==> src/design/usc_pkg.sv <==
// Package: constants and carriers for the setup/error/lock command block
package usc_pkg;
  localparam logic [7:0] CMD_ACK_SETUP = 8'hF4;
  localparam logic [7:0] CMD_ERR_FIRST = 8'hA0;
  localparam logic [7:0] CMD_ERR_LAST = 8'hAF;
  localparam logic [7:0] CMD_UNLOCK = 8'hB0;
  localparam logic [7:0] CMD_SCR_WR = 8'hB2;
  localparam logic [7:0] CMD_SCR_RD = 8'hB3;
  localparam logic [15:0] UNLOCK_KEY = 16'hAA37;
  localparam logic [15:0] SCRATCH_MASK = 16'h1FFF;
  localparam logic [7:0] STATUS_RESET = 8'h00;
  localparam logic [15:0] SCRATCH_RESET = 16'h0000;
  localparam int ST_OVERRUN = 7;
  localparam int ST_TOGGLE = 6;
  localparam int ST_ERR_LO = 1;
  localparam int ST_OK = 0;
  localparam int NUM_EP = 16;
  localparam logic [3:0] ERR_NONE = 4'h0;
  localparam logic [3:0] ERR_PID_ENC = 4'h1;
  localparam logic [3:0] ERR_PID_UNK = 4'h2;
  localparam logic [3:0] ERR_UNEXP = 4'h3;
  localparam logic [3:0] ERR_TOK_CRC = 4'h4;
  localparam logic [3:0] ERR_DAT_CRC = 4'h5;
  localparam logic [3:0] ERR_TIMEOUT = 4'h6;
  localparam logic [3:0] ERR_BABBLE = 4'h7;
  localparam logic [3:0] ERR_EOP = 4'h8;
  localparam logic [3:0] ERR_NAK = 4'h9;
  localparam logic [3:0] ERR_STALL = 4'hA;
  localparam logic [3:0] ERR_OVFL = 4'hB;
  localparam logic [3:0] ERR_ISO_EMPTY = 4'hC;
  localparam logic [3:0] ERR_STUFF = 4'hD;
  localparam logic [3:0] ERR_SYNC = 4'hE;
  localparam logic [3:0] ERR_TOGGLE = 4'hF;

  typedef enum logic [1:0] {
    USC_IDLE = 2'b00,
    USC_WAIT_UNLOCK = 2'b01,
    USC_WAIT_SCR_WR = 2'b10,
    USC_WAIT_READ = 2'b11
  } usc_phase_t;

  // One transaction result from the engine
  typedef struct packed {
    logic valid;
    logic [3:0] ep;
    logic ok;
    logic toggle;
    logic [3:0] err;
  } usc_txn_t;

  // Processor bus access, one cycle per phase
  typedef struct packed {
    logic cmd;
    logic wr;
    logic rd;
    logic [15:0] data;
  } usc_bus_t;
endpackage : usc_pkg

==> src/design/usc_cmd.sv <==
// Setup acknowledge, endpoint error codes, unlock and scratch commands
// How it works
// - Setup arrival blocks validate/clear buffer for control endpoints.
// - Command F4, no data, re-enables those control buffer commands.
// - Codes A0..AF pick an endpoint; one status word is then read.
// - Each new transaction replaces that endpoint's stored status.
// - Bit 7 set when status updates before previous one was read.
// - Bit 6 is data PID of last good packet, 1 for DATA1.
// - Bits 4..1 error code, bit 5 reserved; read-only, reset zero.
// - Bit 0 set when data moved successfully.
// - Codes 0000 none, 0001 PID check, 0010 unknown PID.
// - Code 0011 for wrong packet type or token to non-control.
// - CRC, timeout, babble, EOP, stuff, sync: 0100..1000,1101,1110.
// - Code 1001 for NAK sent or received.
// - Code 1010 when stall handshake answered a token.
// - Code 1011 when received packet overflowed buffer.
// - Code 1100 when isochronous endpoint sent empty packet.
// - Code 1111 for wrong toggle; packet data discarded.
// - In suspend, processor writes to registers and FIFOs are refused.
// - After resume, reads are refused too until unlock is done.
// - Command B0 then word AA37 lifts protection; other values do not.
// - Scratch written with B2, read with B3, one 16-bit word.
// - Scratch bits 12..0 store data, reset zero; 15..13 kept zero.
module usc_cmd (
  input wire logic clk_i,
  input wire logic sys_rst_i,
  input wire usc_pkg::usc_bus_t bus_i,
  input wire usc_pkg::usc_txn_t txn_i,
  input wire logic setup_arrived_i,
  input wire logic suspend_i,
  output logic [15:0] rd_data_o,
  output logic rd_valid_o,
  output logic ctrl_buf_cmd_en_o,
  output logic write_locked_o,
  output logic read_locked_o,
  output logic write_allowed_o,
  output logic discard_data_o
);

  //////////////////////////////////////////////////////////////////////////
  // State

  typedef struct packed {
    usc_pkg::usc_phase_t phase;
    logic [3:0] sel_ep;
    logic [usc_pkg::NUM_EP-1:0][7:0] status;
    logic [usc_pkg::NUM_EP-1:0] status_overrun;
    logic [15:0] scratch;
    logic ctrl_en;
    logic wlock;
    logic rlock;
    logic [1:0] susp_sync;
    logic [15:0] rd_data;
    logic rd_valid;
    logic discard;
    logic rd_scr;
    logic wallow;
  } usc_state_t;

  usc_state_t st_q;
  usc_state_t st_d;
  logic susp_now;
  logic [7:0] new_status;
  logic [3:0] new_ep;
  logic new_valid;

  assign susp_now = st_q.susp_sync[1];

  // Status byte for a fresh transaction
  function automatic logic [7:0] usc_pack_status(input logic overrun,
      input logic tog, input logic [3:0] err, input logic ok);
    logic [7:0] s;
    s = usc_pkg::STATUS_RESET;
    s[usc_pkg::ST_OVERRUN] = overrun;
    s[usc_pkg::ST_TOGGLE] = tog;
    s[usc_pkg::ST_ERR_LO +: 4] = err;
    s[usc_pkg::ST_OK] = ok;
    return s;
  endfunction : usc_pack_status

  //////////////////////////////////////////////////////////////////////////
  // Next state

  always_comb begin
    st_d = st_q;
    st_d.rd_valid = 1'b0;
    st_d.discard = 1'b0;
    // Only the second stage feeds logic
    st_d.susp_sync = {st_q.susp_sync[0], suspend_i};
    new_valid = txn_i.valid;
    new_ep = txn_i.ep;
    new_status = usc_pkg::STATUS_RESET;

    // Suspend locks writes and reads at once; both stay locked until unlock
    if (susp_now) begin
      st_d.wlock = 1'b1;
      st_d.rlock = 1'b1;
    end

    // Transaction status capture
    if (new_valid) begin
      // Toggle bit only follows a good packet; else keep the last one
      new_status = usc_pack_status(
          st_q.status_overrun[new_ep],
          txn_i.ok ? txn_i.toggle
                   : st_q.status[new_ep][usc_pkg::ST_TOGGLE],
          txn_i.err,
          txn_i.ok);
      st_d.status[new_ep] = new_status;
      st_d.status_overrun[new_ep] = 1'b1;
      // Wrong toggle data is dropped by the buffer logic
      st_d.discard = (txn_i.err == usc_pkg::ERR_TOGGLE);
    end

    // Setup arrival wins over an ack in the same cycle
    if (bus_i.cmd && bus_i.data[7:0] == usc_pkg::CMD_ACK_SETUP) begin
      st_d.ctrl_en = 1'b1;
    end
    if (setup_arrived_i) begin
      st_d.ctrl_en = 1'b0;
    end

    // Command phase decodes first, data phase follows
    if (bus_i.cmd) begin
      st_d.phase = usc_pkg::USC_IDLE;
      if (bus_i.data[7:0] >= usc_pkg::CMD_ERR_FIRST &&
          bus_i.data[7:0] <= usc_pkg::CMD_ERR_LAST) begin
        st_d.phase = usc_pkg::USC_WAIT_READ;
        st_d.sel_ep = bus_i.data[3:0];
        st_d.rd_scr = 1'b0;
        // A locked read must not leak the snapshot on the data lines
        st_d.rd_data = st_q.rlock ? 16'h0000 :
            {8'h00, st_q.status[bus_i.data[3:0]]};
      end else if (bus_i.data[7:0] == usc_pkg::CMD_SCR_RD) begin
        st_d.phase = usc_pkg::USC_WAIT_READ;
        st_d.sel_ep = 4'hF;
        st_d.rd_scr = 1'b1;
        st_d.rd_data = st_q.rlock ? 16'h0000 : st_q.scratch;
      end else if (bus_i.data[7:0] == usc_pkg::CMD_UNLOCK) begin
        st_d.phase = usc_pkg::USC_WAIT_UNLOCK;
      end else if (bus_i.data[7:0] == usc_pkg::CMD_SCR_WR) begin
        st_d.phase = usc_pkg::USC_WAIT_SCR_WR;
      end
    end else begin
      unique case (st_q.phase)
        usc_pkg::USC_IDLE: begin
        end
        usc_pkg::USC_WAIT_UNLOCK: begin
          if (bus_i.wr) begin
            st_d.phase = usc_pkg::USC_IDLE;
            // Unlock only once the bus is awake again
            if (bus_i.data == usc_pkg::UNLOCK_KEY && !susp_now) begin
              st_d.wlock = 1'b0;
              st_d.rlock = 1'b0;
            end
          end
        end
        usc_pkg::USC_WAIT_SCR_WR: begin
          if (bus_i.wr) begin
            st_d.phase = usc_pkg::USC_IDLE;
            // Reserved bits are forced low regardless of what is written
            if (!st_q.wlock) begin
              st_d.scratch = bus_i.data & usc_pkg::SCRATCH_MASK;
            end
          end
        end
        usc_pkg::USC_WAIT_READ: begin
          if (bus_i.rd) begin
            st_d.phase = usc_pkg::USC_IDLE;
            // Locked reads return zero and leave the status_overrun flag alone
            if (!st_q.rlock) begin
              st_d.rd_valid = 1'b1;
              if (!st_q.rd_scr) begin
                st_d.status_overrun[st_q.sel_ep] = new_valid && new_ep == st_q.sel_ep;
              end
            end else begin
              st_d.rd_data = 16'h0000;
            end
          end
        end
      endcase
    end
    // Own flop so the output needs no gate after the register
    st_d.wallow = ~st_d.wlock;
  end

  //////////////////////////////////////////////////////////////////////////
  // Registers

  always_ff @(posedge clk_i) begin
    if (sys_rst_i) begin
      st_q <= '0;
      st_q.ctrl_en <= 1'b1;
      st_q.wallow <= 1'b1;
    end else begin
      st_q <= st_d;
    end
  end

  assign rd_data_o = st_q.rd_data;
  assign rd_valid_o = st_q.rd_valid;
  assign ctrl_buf_cmd_en_o = st_q.ctrl_en;
  assign write_locked_o = st_q.wlock;
  assign read_locked_o = st_q.rlock;
  assign write_allowed_o = st_q.wallow;
  assign discard_data_o = st_q.discard;
endmodule : usc_cmd

==> config.mk <==
export PLATFORM = sky130hd
export DESIGN_NAME = usc_cmd
export DESIGN_NICKNAME = d
export VERILOG_FILES = /design/src/design/usc_pkg.sv /design/src/design/usc_cmd.sv
export SDC_FILE = /design/constraint.sdc
export NUM_CORES = 1
export LEC_CHECK = 0
export BUFFER_PORTS_ARGS = -buffer_cell sky130_fd_sc_hd__buf_2
export CAP_MARGIN = 20
export CORE_MARGIN = 10
export CORE_UTILIZATION = 35
export CTS_BUF_LIST = sky130_fd_sc_hd__clkbuf_8
export CTS_CLUSTER_DIAMETER = 40
export DETAILED_ROUTE_END_ITERATION = 16
export PLACE_DENSITY_LB_ADDON = 0.12
export SLEW_MARGIN = 20
export SYNTH_ARGS = -nofsm -noshare
export SYNTH_HDL_FRONTEND = slang
export SYNTH_SLANG_ARGS = --single-unit
==> constraint.sdc <==
create_clock -name clk_i -period 1.8 [get_ports clk_i]
set_input_delay 0.09 -clock clk_i [delete_from_list [all_inputs] [get_ports clk_i]]
set_output_delay 0.09 -clock clk_i [all_outputs]
set_load 0.01 [all_outputs]
## After elaboration in Yosys (flattened, before gate mapping)

Cells that the tools add are included.

- Bits in latches: 0
- Logic and storage cells: 127
- Memory bits (writable): 0
- Output and inout port bits: 22
- Bits in read-only memories: 0
- Bits in registers: 188
- Input bits: 34
- Memories: 0

- Multiplexer cells: 51
- Reductions and logical operators: 20
- Div/mod/pow operators: 0
- Add/subtract/negate cells: 0
- Multipliers: 0
- Shifts and indexed selects: 0
- Order comparisons: 7
- Bitwise gates (word level): 7
- Equal/unequal tests: 13

Operators by type and width:

| operator | count |
|---|---|
| 16-bit 2-to-1 mux | 11 |
| 128-bit bitwise mux | 1 |
| 8-bit binary-select mux with 4-bit select | 2 |
| 17-bit 2-to-1 mux | 2 |
| 8-bit demux with 4-bit select | 1 |
| 8-bit equality test, second input constant | 4 |
| 32-bit 2-to-1 mux | 1 |
| 13-bit 2-to-1 mux | 2 |
| 8-bit 2-to-1 mux | 3 |
| 2-bit 2-to-1 mux | 11 |
| 16-bit bitwise mux | 1 |
| 16-bit equality test, second input constant | 1 |
| 16-bit OR | 1 |
| 4-bit by 5-bit less-than comparator with 1-bit output, second input constant | 3 |
| 2-bit nonzero test | 5 |
| 1-bit 2-to-1 mux | 9 |
| 1-bit demux with 4-bit select | 2 |
| 4-bit by 1-bit >= comparator with 1-bit output, second input constant | 2 |
| 8-bit >= comparator, second input constant | 1 |
| 8-bit <= comparator, second input constant | 1 |
| 4-bit AND reduction | 2 |
| 7-bit 2-to-1 mux | 1 |
| 1-bit logical AND | 6 |
| 6-bit 2-to-1 mux | 1 |
| other kinds (16) | 24 |

## Depth between registers and ports, before layout

Gate-level depths: netlist of run 1.

- Depth in word-level cells: 12
- Depth in mapped cells: 6
- Mapped depth without buffers: 6

## Worst setup path after synthesis of run 1

OpenSTA, ideal clock, no wires.

- Kind: register to register
- Start point: reg st_q[189] (netlist name)
- End point: reg st_q[54] (netlist name)
- Setup slack: 0.036 ns
- Arrival: 1.673 ns
- Period minus slack after synthesis: 1.764 ns
- Path buffers: 0
- Setup time: 0.091 ns
- Stages on the path, launching flop included: 6
- Data required time: 1.709 ns
- Cells stage by stage: dfxtp_1 ha_1 nand4bb_2 nor4b_2 a211oi_1 a311oi_1

- Longest elaborated chain between the ends: 3

RTL lines:

| element | line | text |
|---|---|---|
| from (decl) | usc_cmd.sv:60 | `usc_state_t st_q;` |
| from (signal assigned) | usc_cmd.sv:196 | `st_q <= st_d;` |
| 2-bit equality test | usc_cmd.sv:145 | `unique case (st_q.phase)` |
| 16-bit 2-to-1 mux | usc_cmd.sv:145 |  |
| 32-bit 2-to-1 mux | usc_cmd.sv:124 | `if (bus_i.cmd) begin` |

No other way between the ends.
A chain may end at the register's enable or synchronous reset.

## Worst setup path in the final report of run 1

- Start point: in bus_i[0] (netlist name)
- End point: reg st_q (netlist bit rd_data_o[4])

- Longest elaborated chain between the ends: 5
- Elaborated cells on any way between the ends: 11
- Classes of those cells: 2 x order compare; 2 x eq/ne; 5 x mux; 2 x reduce/logical

RTL lines:

| element | line | text |
|---|---|---|
| from (decl) | usc_cmd.sv:27 | `input wire usc_pkg::usc_bus_t bus_i,` |
| branches (longest 5 deep; another with 8-bit >= comparator) | -- |  |

Several ways; the timed one is not identified. The select of a mux whose other input is x is not followed.

==> results of run 1 <==
-- routing by layer --
| layer | up-vias | track usage |
|---|---|---|
| met3 | 17 | 0.0373 |
| li1 | 3395 | - |
| met4 | 0 | 0.0423 |
| met2 | 133 | 0.276 |
| met1 | 3294 | 0.236 |
| met5 | - | 0 |
-- cells by family (layout without fill, tap and decap cells) --
logic type	Yosys count	in the layout	synth area share
other	1	3	0.000475
DFF	169	169	0.428
buffers and inverters	96	183	0.0562
AOI/OAI and AO/OA	283	283	0.218
and+or+nand+nor	265	265	0.164
xor gates and xnor gates	4	4	0.00443
adders and majority gates	3	3	0.00475
muxes	85	85	0.123
-- cell usage in the layout (no fill, tap or decap), types with 4 or more instances in the layout --
master / netlist / final
o22ai_1: 17 / 17
nor2b_1: 9 / 9
a311oi_1: 16 / 16
nand4b_1: 4 / 4
a211oi_1: 14 / 14
dlygate4sd3_1: 0 / 16
o211ai_1: 6 / 6
inv_1: 4 / 4
a22o_1: 15 / 15
buf_12: 0 / 7
nand2b_1: 15 / 15
nor2_1: 31 / 31
mux2_2: 29 / 29
a221oi_1: 4 / 4
o21ai_0: 75 / 75
nand3b_1: 10 / 10
mux4_2: 7 / 7
o21a_1: 9 / 9
dfxtp_1: 169 / 169
nand3_1: 24 / 24
buf_4: 17 / 73
a32o_1: 7 / 7
clkbuf_8: 0 / 19
nand2_1: 141 / 141
mux2i_1: 49 / 49
nor3_1: 7 / 7
buf_2: 10 / 51
a21oi_1: 111 / 111
-- timing repair --
action / in CTS / in global routing
resized for setup: 0 / 1
pin swaps: 1 / 1
buffers inserted: 0 / 1
hold buffers: 15 / 1
hold endpoints to repair: 16 / 1
endpoints found under the setup margin: 3 / 8
-- metrics by stage --
step | std cells | TNS, ps | cell area [sq um] | utilization | hold WS [ps]
6_report | 1275 | 0 | 9390 | 0.426 | 28.3
2_1_floorplan | 908 | 0 | 7910 | - | 193
3_5_place_dp | 1226 | -12.0 | 8780 | 0.399 | 287
5_1_grt | 1275 | 0 | 9390 | 0.426 | 15.4
3_3_place_gp | 1226 | 0 | 8780 | 0.399 | 280
4_1_cts | 1273 | 0 | 9360 | 0.425 | 1.67
-- power by group through the flow --
stage	sequential (mW)	combinational (mW)	clock, mW
6_report	3.81	0.726	2.98
5_1_grt	3.82	0.785	3.21
4_1_cts	3.81	0.724	3.04
3_5_place_dp	3.90	0.696	0
3_3_place_gp	3.90	0.698	0
2_1_floorplan	3.89	0.403	0
-- layout make-up --
class	instances	area, sq um
repair buffers	147	1100
inverters	4	15.0
clock buffers	19	262
flip-flops and latches	169	3380
well taps	280	350
fillers	2285	12600
clock inverters	13	166
multi-input cells	643	4110
-- path summary, 6_finish.rpt --
check	start	end	slack (ps)	depth (start not counted)
max reg2reg	st_q[87]$_SDFFE_PP0P_	st_q[127]$_SDFFE_PP0P_	150	5
min reg2reg	st_q[25]$_SDFFE_PP0P_	st_q[25]$_SDFFE_PP0P_	460	2
max	bus_i[0]	rd_data_o[4]$_SDFFE_PP0P_	60	9
min	sys_rst_i	rd_data_o[12]$_SDFFE_PP0P_	30	2
-- Yosys cell counts (10+ instances only) --
| cell | instances |
|---|---|
| o21ai_0 | 75 |
| nor2_1 | 31 |
| a211oi_1 | 14 |
| mux2i_1 | 49 |
| a21oi_1 | 111 |
| mux2_2 | 29 |
| a311oi_1 | 16 |
| nand2b_1 | 15 |
| o22ai_1 | 17 |
| nand3b_1 | 10 |
| nand3_1 | 24 |
| clkbuf_1 | 55 |
| dfxtp_1 | 169 |
| a22o_1 | 15 |
| buf_4 | 17 |
| nand2_1 | 141 |
| buf_2 | 10 |
-- state kept, by name, summed over array words and instances, names as in the netlist --
name	count
write_allowed_o	1
st_q	149
write_locked_o	1
rd_valid_o	1
read_locked_o	1
st_d	1
ctrl_buf_cmd_en_o	1
rd_data_o	13
discard_data_o	1
-- worst register-to-register path: cells and delay by family (launching register included) --
kind	cells	cell delay (ps)
AO/OA/AOI/OAI	3	550
buffers and inverters	1	190
flip-flops	1	340
multiplexers	1	470
==> impl_results.md, run 1 <==
* Leak pwr at 3.36 nW
* ANT nets after route at 0
* DR pass1 iterations at 5
* Post-DP HPWL at 17600 um
* Final period util at 0.966
* DR top layer: met4
* Routed wl met2 at approximately 11000 um
* Register share of total power at 0.507
* Switching pwr at 1.98 mW
* Critical Setup Path Class: primary input to flop
* Share of power burned in the clock network at 0.396
* Area fraction of the dominant cell type after synthesis at 0.428
* Setup violators final at 0
* VDD IR max at 0.393 mV
* H-tree depth at 4
* Unrepaired setup endpoints after global routing: false
* Slew @ Worst Pin at approximately 530 ps
* Power Dens Cells at 800 nW/um^2
* GRT overflow at 0
* Min Tclk post-route at between 1500 and 2000 ps
* Setup ws final at 60.8 ps
* CP Capture Type: flop
* Routed vias/inst at between 5 and 6
* WP data required at 2200 ps
* Arrival time worst endpoint at ~2100 ps
* Area contributors post-synth: dfxtp_1 43%, a21oi_1 7.0%, nand2_1 6.7%, mux2i_1 6.2%, o21ai_0 4.7%
* Nets at 1019
* Worst-Skew Late Latency at 470 ps
* DR vias at 6839
* Largest net degree at the start of global routing at around 70
* PortBufs at 52
* Critical path cell sequence: dlygate4sd3_1 -> buf_2 -> buf_4 -> nor2b_1 -> buf_4 -> a22o_1 -> o21ai_0 -> buf_4 -> a32o_1
* Most common cell on crit path: buf_4
* Sink Count at 169
* Gp weighted congestion at 0.795
* Sw frac at 0.264
* Die Area at 29000 sq um
* Yosys warns at 0
* CTS tree: done
* DR WL met3 at 1000 um
* Synth cell types at 53
* Num rows at 54
* Register clock-pin slew on the reported worst setup and hold paths at around 110 ps
* Post-Syn Instances at 906
* Ant. Diodes at 0
* Cell area after synthesis at 7900 sq um
* Max-Slew Margin vs Limit at 0.647
* Combinational share of power at 0.097
* Initial DRC count at about 560
* Avg WL per Cell at slightly below 20 um
* Register area share after synthesis at 0.428
* Mean post-synth cell area at 8.72 sq um
* Crit-path max cell delay at 530 ps
* Worst Path Buf+Inv at 5
* Final Max Slew Viols at 0
* Crit path max fanout at 10
* Clk Tree Root Cell: clkbuf_8
* Die W at 170 um
* DRT met1 WL at 12200 um
* Post-synth EDFFs at 0
* Main synth FF type: dfxtp_1
* All-Layer GR Usage at 0.174
* Outcome: completed
* Top delay family on crit path: buffers and inverters
* # IOs at 56
* Antenna violations before repair at 0
* Die Span Y at 170 um
* Routed WL at about 25000 um
* Hold Fails Final Rpt at 0
* P&R area growth vs syn at 18.8%
* Final Power at 7.51 mW
* #FFs+latches synth at 169
* Core Area at 22000 sq um
* First-pass GRT wire length at between 30000 and 40000 um
* Worst hold path class: primary input to flop
* Dpl ws at -12.0 ps
* Worst Setup Start Kind: primary input
* Vias in the first global route at 6860
* Crit-path slowest cell: dlygate4sd3_1
* Async S/R FF share, synth at 0
* Share of layout cells above drive strength 1 at 0.211
* P_int at between 5 and 6 mW
* Top cell type by total area after synthesis: dfxtp_1
* Clk buf depth at 2
* Peak Freq at 575 MHz
* Initial core utilization at 0.359
* Max-cap violations at 0
* DRC violations left at 0
* Total CTS buffers at 17
* Clock skew at between 20 and 25 ps
Power figures use the tool's default switching activity.
==> run 2, diff against run 1 <==
- clock period: 1.8 -> 1.9 ns (I/O delays scaled with it)
==> run 2 against run 1 <==
Via count grew 1.8%. Sequential cell count is the same. Clock power shrank 10%. Register-to-register slack lost 80 ps. Non-clock buffer count grew 3. Design area shrank 0.27%. Sequential share of layout area grew 0.11 points. Clock skew shrank 10 ps. Power shrank 7.2%. Critical path type unchanged. Critical endpoint is now ctrl_buf_cmd_en_o$_SDFFE_PP1P_.
==> impl_results.md, run 2 (same netlist as run 1, synthesis figures left out) <==
* Worst hold path class: primary input to flop
* Dpl ws at 45.9 ps
* Total CTS buffers at 17
* WHS Path Cells at 3
* Most common cell after layout, fill and taps aside: dfxtp_1
* Avg WL per Cell at 19.6 um
* Register clock-pin slew on the reported worst setup and hold paths at 100 ps
* Peak Freq at 547 MHz
* Power Dens Cells at about 740 nW/um^2
* Num rows at 54
* Crit-path max cell delay at 550 ps
* Ant. Diodes at 0
* Nets at 1022
* DRT met1 WL at 12100 um
* Placed Area at 8720 sq um
* Outcome: completed
* Clk buf depth at 2
* H-tree depth at 4
* Sink Count at roughly 170
* Critical path cell sequence: dlygate4sd3_1 -> buf_4 -> buf_4 -> buf_6 -> o21bai_1 -> dlygate4sd3_1
* Hold Startpoint: txn_i[0]
* Routed vias/inst at 5.45
* Arrival time worst endpoint at 2250 ps
* Crit path max fanout at 33
* Worst-Skew Late Latency at 470 ps
* Antenna violations before repair at 0
* CP Capture Type: flop
* Most frequent cells in the layout: 168 x dfxtp_1, 141 x nand2_1, 110 x a21oi_1, 75 x o21ai_0, 75 x buf_4
* Crit-path slowest cell: dlygate4sd3_1
* Final period util at 0.962
* Max reg flops at 149
* Die Span Y at 170 um
* Setup violators final at 0
* Routed wl met2 at around 12000 um
* Final Power at about 7 mW
* Post-DP HPWL at 17300 um
* Min Hold Slack at 49.5 ps
* Top delay family on crit path: buffers and inverters
* Share of layout cells above drive strength 1 at 0.213
* VDD IR max at just over 0.4 mV
* All-Layer GR Usage at 0.174
* Largest net degree at the start of global routing at 57
* FF-to-FF End: st_q[30]$_SDFFE_PP0P_
* GRT overflow at 0
* CTS tree: done
* Worst reg-to-reg setup slack at ~72 ps
* DRC violations left at 0
* DR top layer: met4
* Design Area, Final at 9370 sq um
* Worst Setup Start Kind: primary input
* Fin util at 0.425
* DR vias at 6961
* DR WL met3 at 1090 um
* PortBufs at 52
* Core Area at 22000 sq um
* ANT nets after route at 0
* Slew @ Worst Pin at ~870 ps
* Max-cap violations at 0
* Most flop-heavy register: st_q
* First-pass GRT wire length at between 30000 and 40000 um
* RR Startpoint: st_q[189]$_SDFFE_PP0P_
* Fill cells at between 2k and 2.5k
* DR pass1 iterations at 5
* Worst Path Buf+Inv at 5
* Max-Slew Margin vs Limit at 0.414
* Initial DRC count at approximately 640
* Final Max Slew Viols at 0
* Hold Path End: st_q[170]$_SDFFE_PP0P_
* Clk Tree Root Cell: clkbuf_8
* Setup ws final at slightly above 70 ps
* Critical Setup Path Class: primary input to flop
* Worst path depth at 6
* Hold Fails Final Rpt at 0
* # IOs at between 50 and 60
* Initial core utilization at 0.359
* WP data required at 2320 ps
* Die W at around 170 um
* Vias in the first global route at 6870
* Unrepaired setup endpoints after global routing: true
* Clock skew at 12.5 ps
* Routed WL at 25100 um
* Leak pwr at ~3.4 nW
* Reg2Reg Depth at 8
* Min Tclk post-route at 1830 ps
* P&R area growth vs syn at 18.5%
* Die Area at between 20000 and 30000 sq um
* Gp weighted congestion at 0.792
==> run 2: worst max-delay path by stage <==
stage                     slack (ps)                             end                   start
after floorplan                  140             st_q[54]$_SDFF_PP0_  st_q[189]$_SDFFE_PP0P_
after global placement           100             st_q[43]$_SDFF_PP0_  st_q[189]$_SDFFE_PP0P_
after detailed placement          50             st_q[47]$_SDFF_PP0_  st_q[189]$_SDFFE_PP0P_
after CTS                         20           st_q[30]$_SDFFE_PP0P_  st_q[189]$_SDFFE_PP0P_
after global routing             -40           st_q[30]$_SDFFE_PP0P_  st_q[189]$_SDFFE_PP0P_
final                             70  ctrl_buf_cmd_en_o$_SDFFE_PP1P_               sys_rst_i
==> run 2: tightest hold or removal path: cells and delay by family <==
family          cells  cell delay, ps
compound gates      1              50
simple gates        1             100
buf+inv             1             230
==> run 2: routing by layer <==
layer	vias to the layer above	GRT usage
met5	-	0
met4	0	0.0484
li1	3398	-
met2	170	0.274
met3	20	0.0305
met1	3373	0.239
==> run 2: power by group <==
part	total, mW	internal [mW]	switching [mW]
Sequential	3.61	3.58	0.0271
Combinational	0.688	0.269	0.419
Clock	2.67	1.25	1.43
==> run 2: layout make-up <==
class,instances,area (sq um),area share
repair buffers,150,1090,0.116
multi-input cells,643,4120,0.440
flip-flops and latches,169,3380,0.361
clock inverters,13,144,0.0154
clock buffers,19,262,0.0279
inverters,4,15.0,0.00160
well taps,280,350,0.0374
==> run 2: timing repair <==
action / in CTS / in global routing
hold endpoints to repair: 21 / 1
hold buffers: 19 / 1
gates resized for setup: 0 / 6
endpoints found under the setup margin: 0 / 11
buffers inserted: 0 / 3
==> run 2: through the flow <==
stage,setup TNS (ps),std cells
floorplan,0,908
global placement,0,1224
detailed placement,0,1224
CTS,0,1275
global route,-236,1278
finish,0,1278
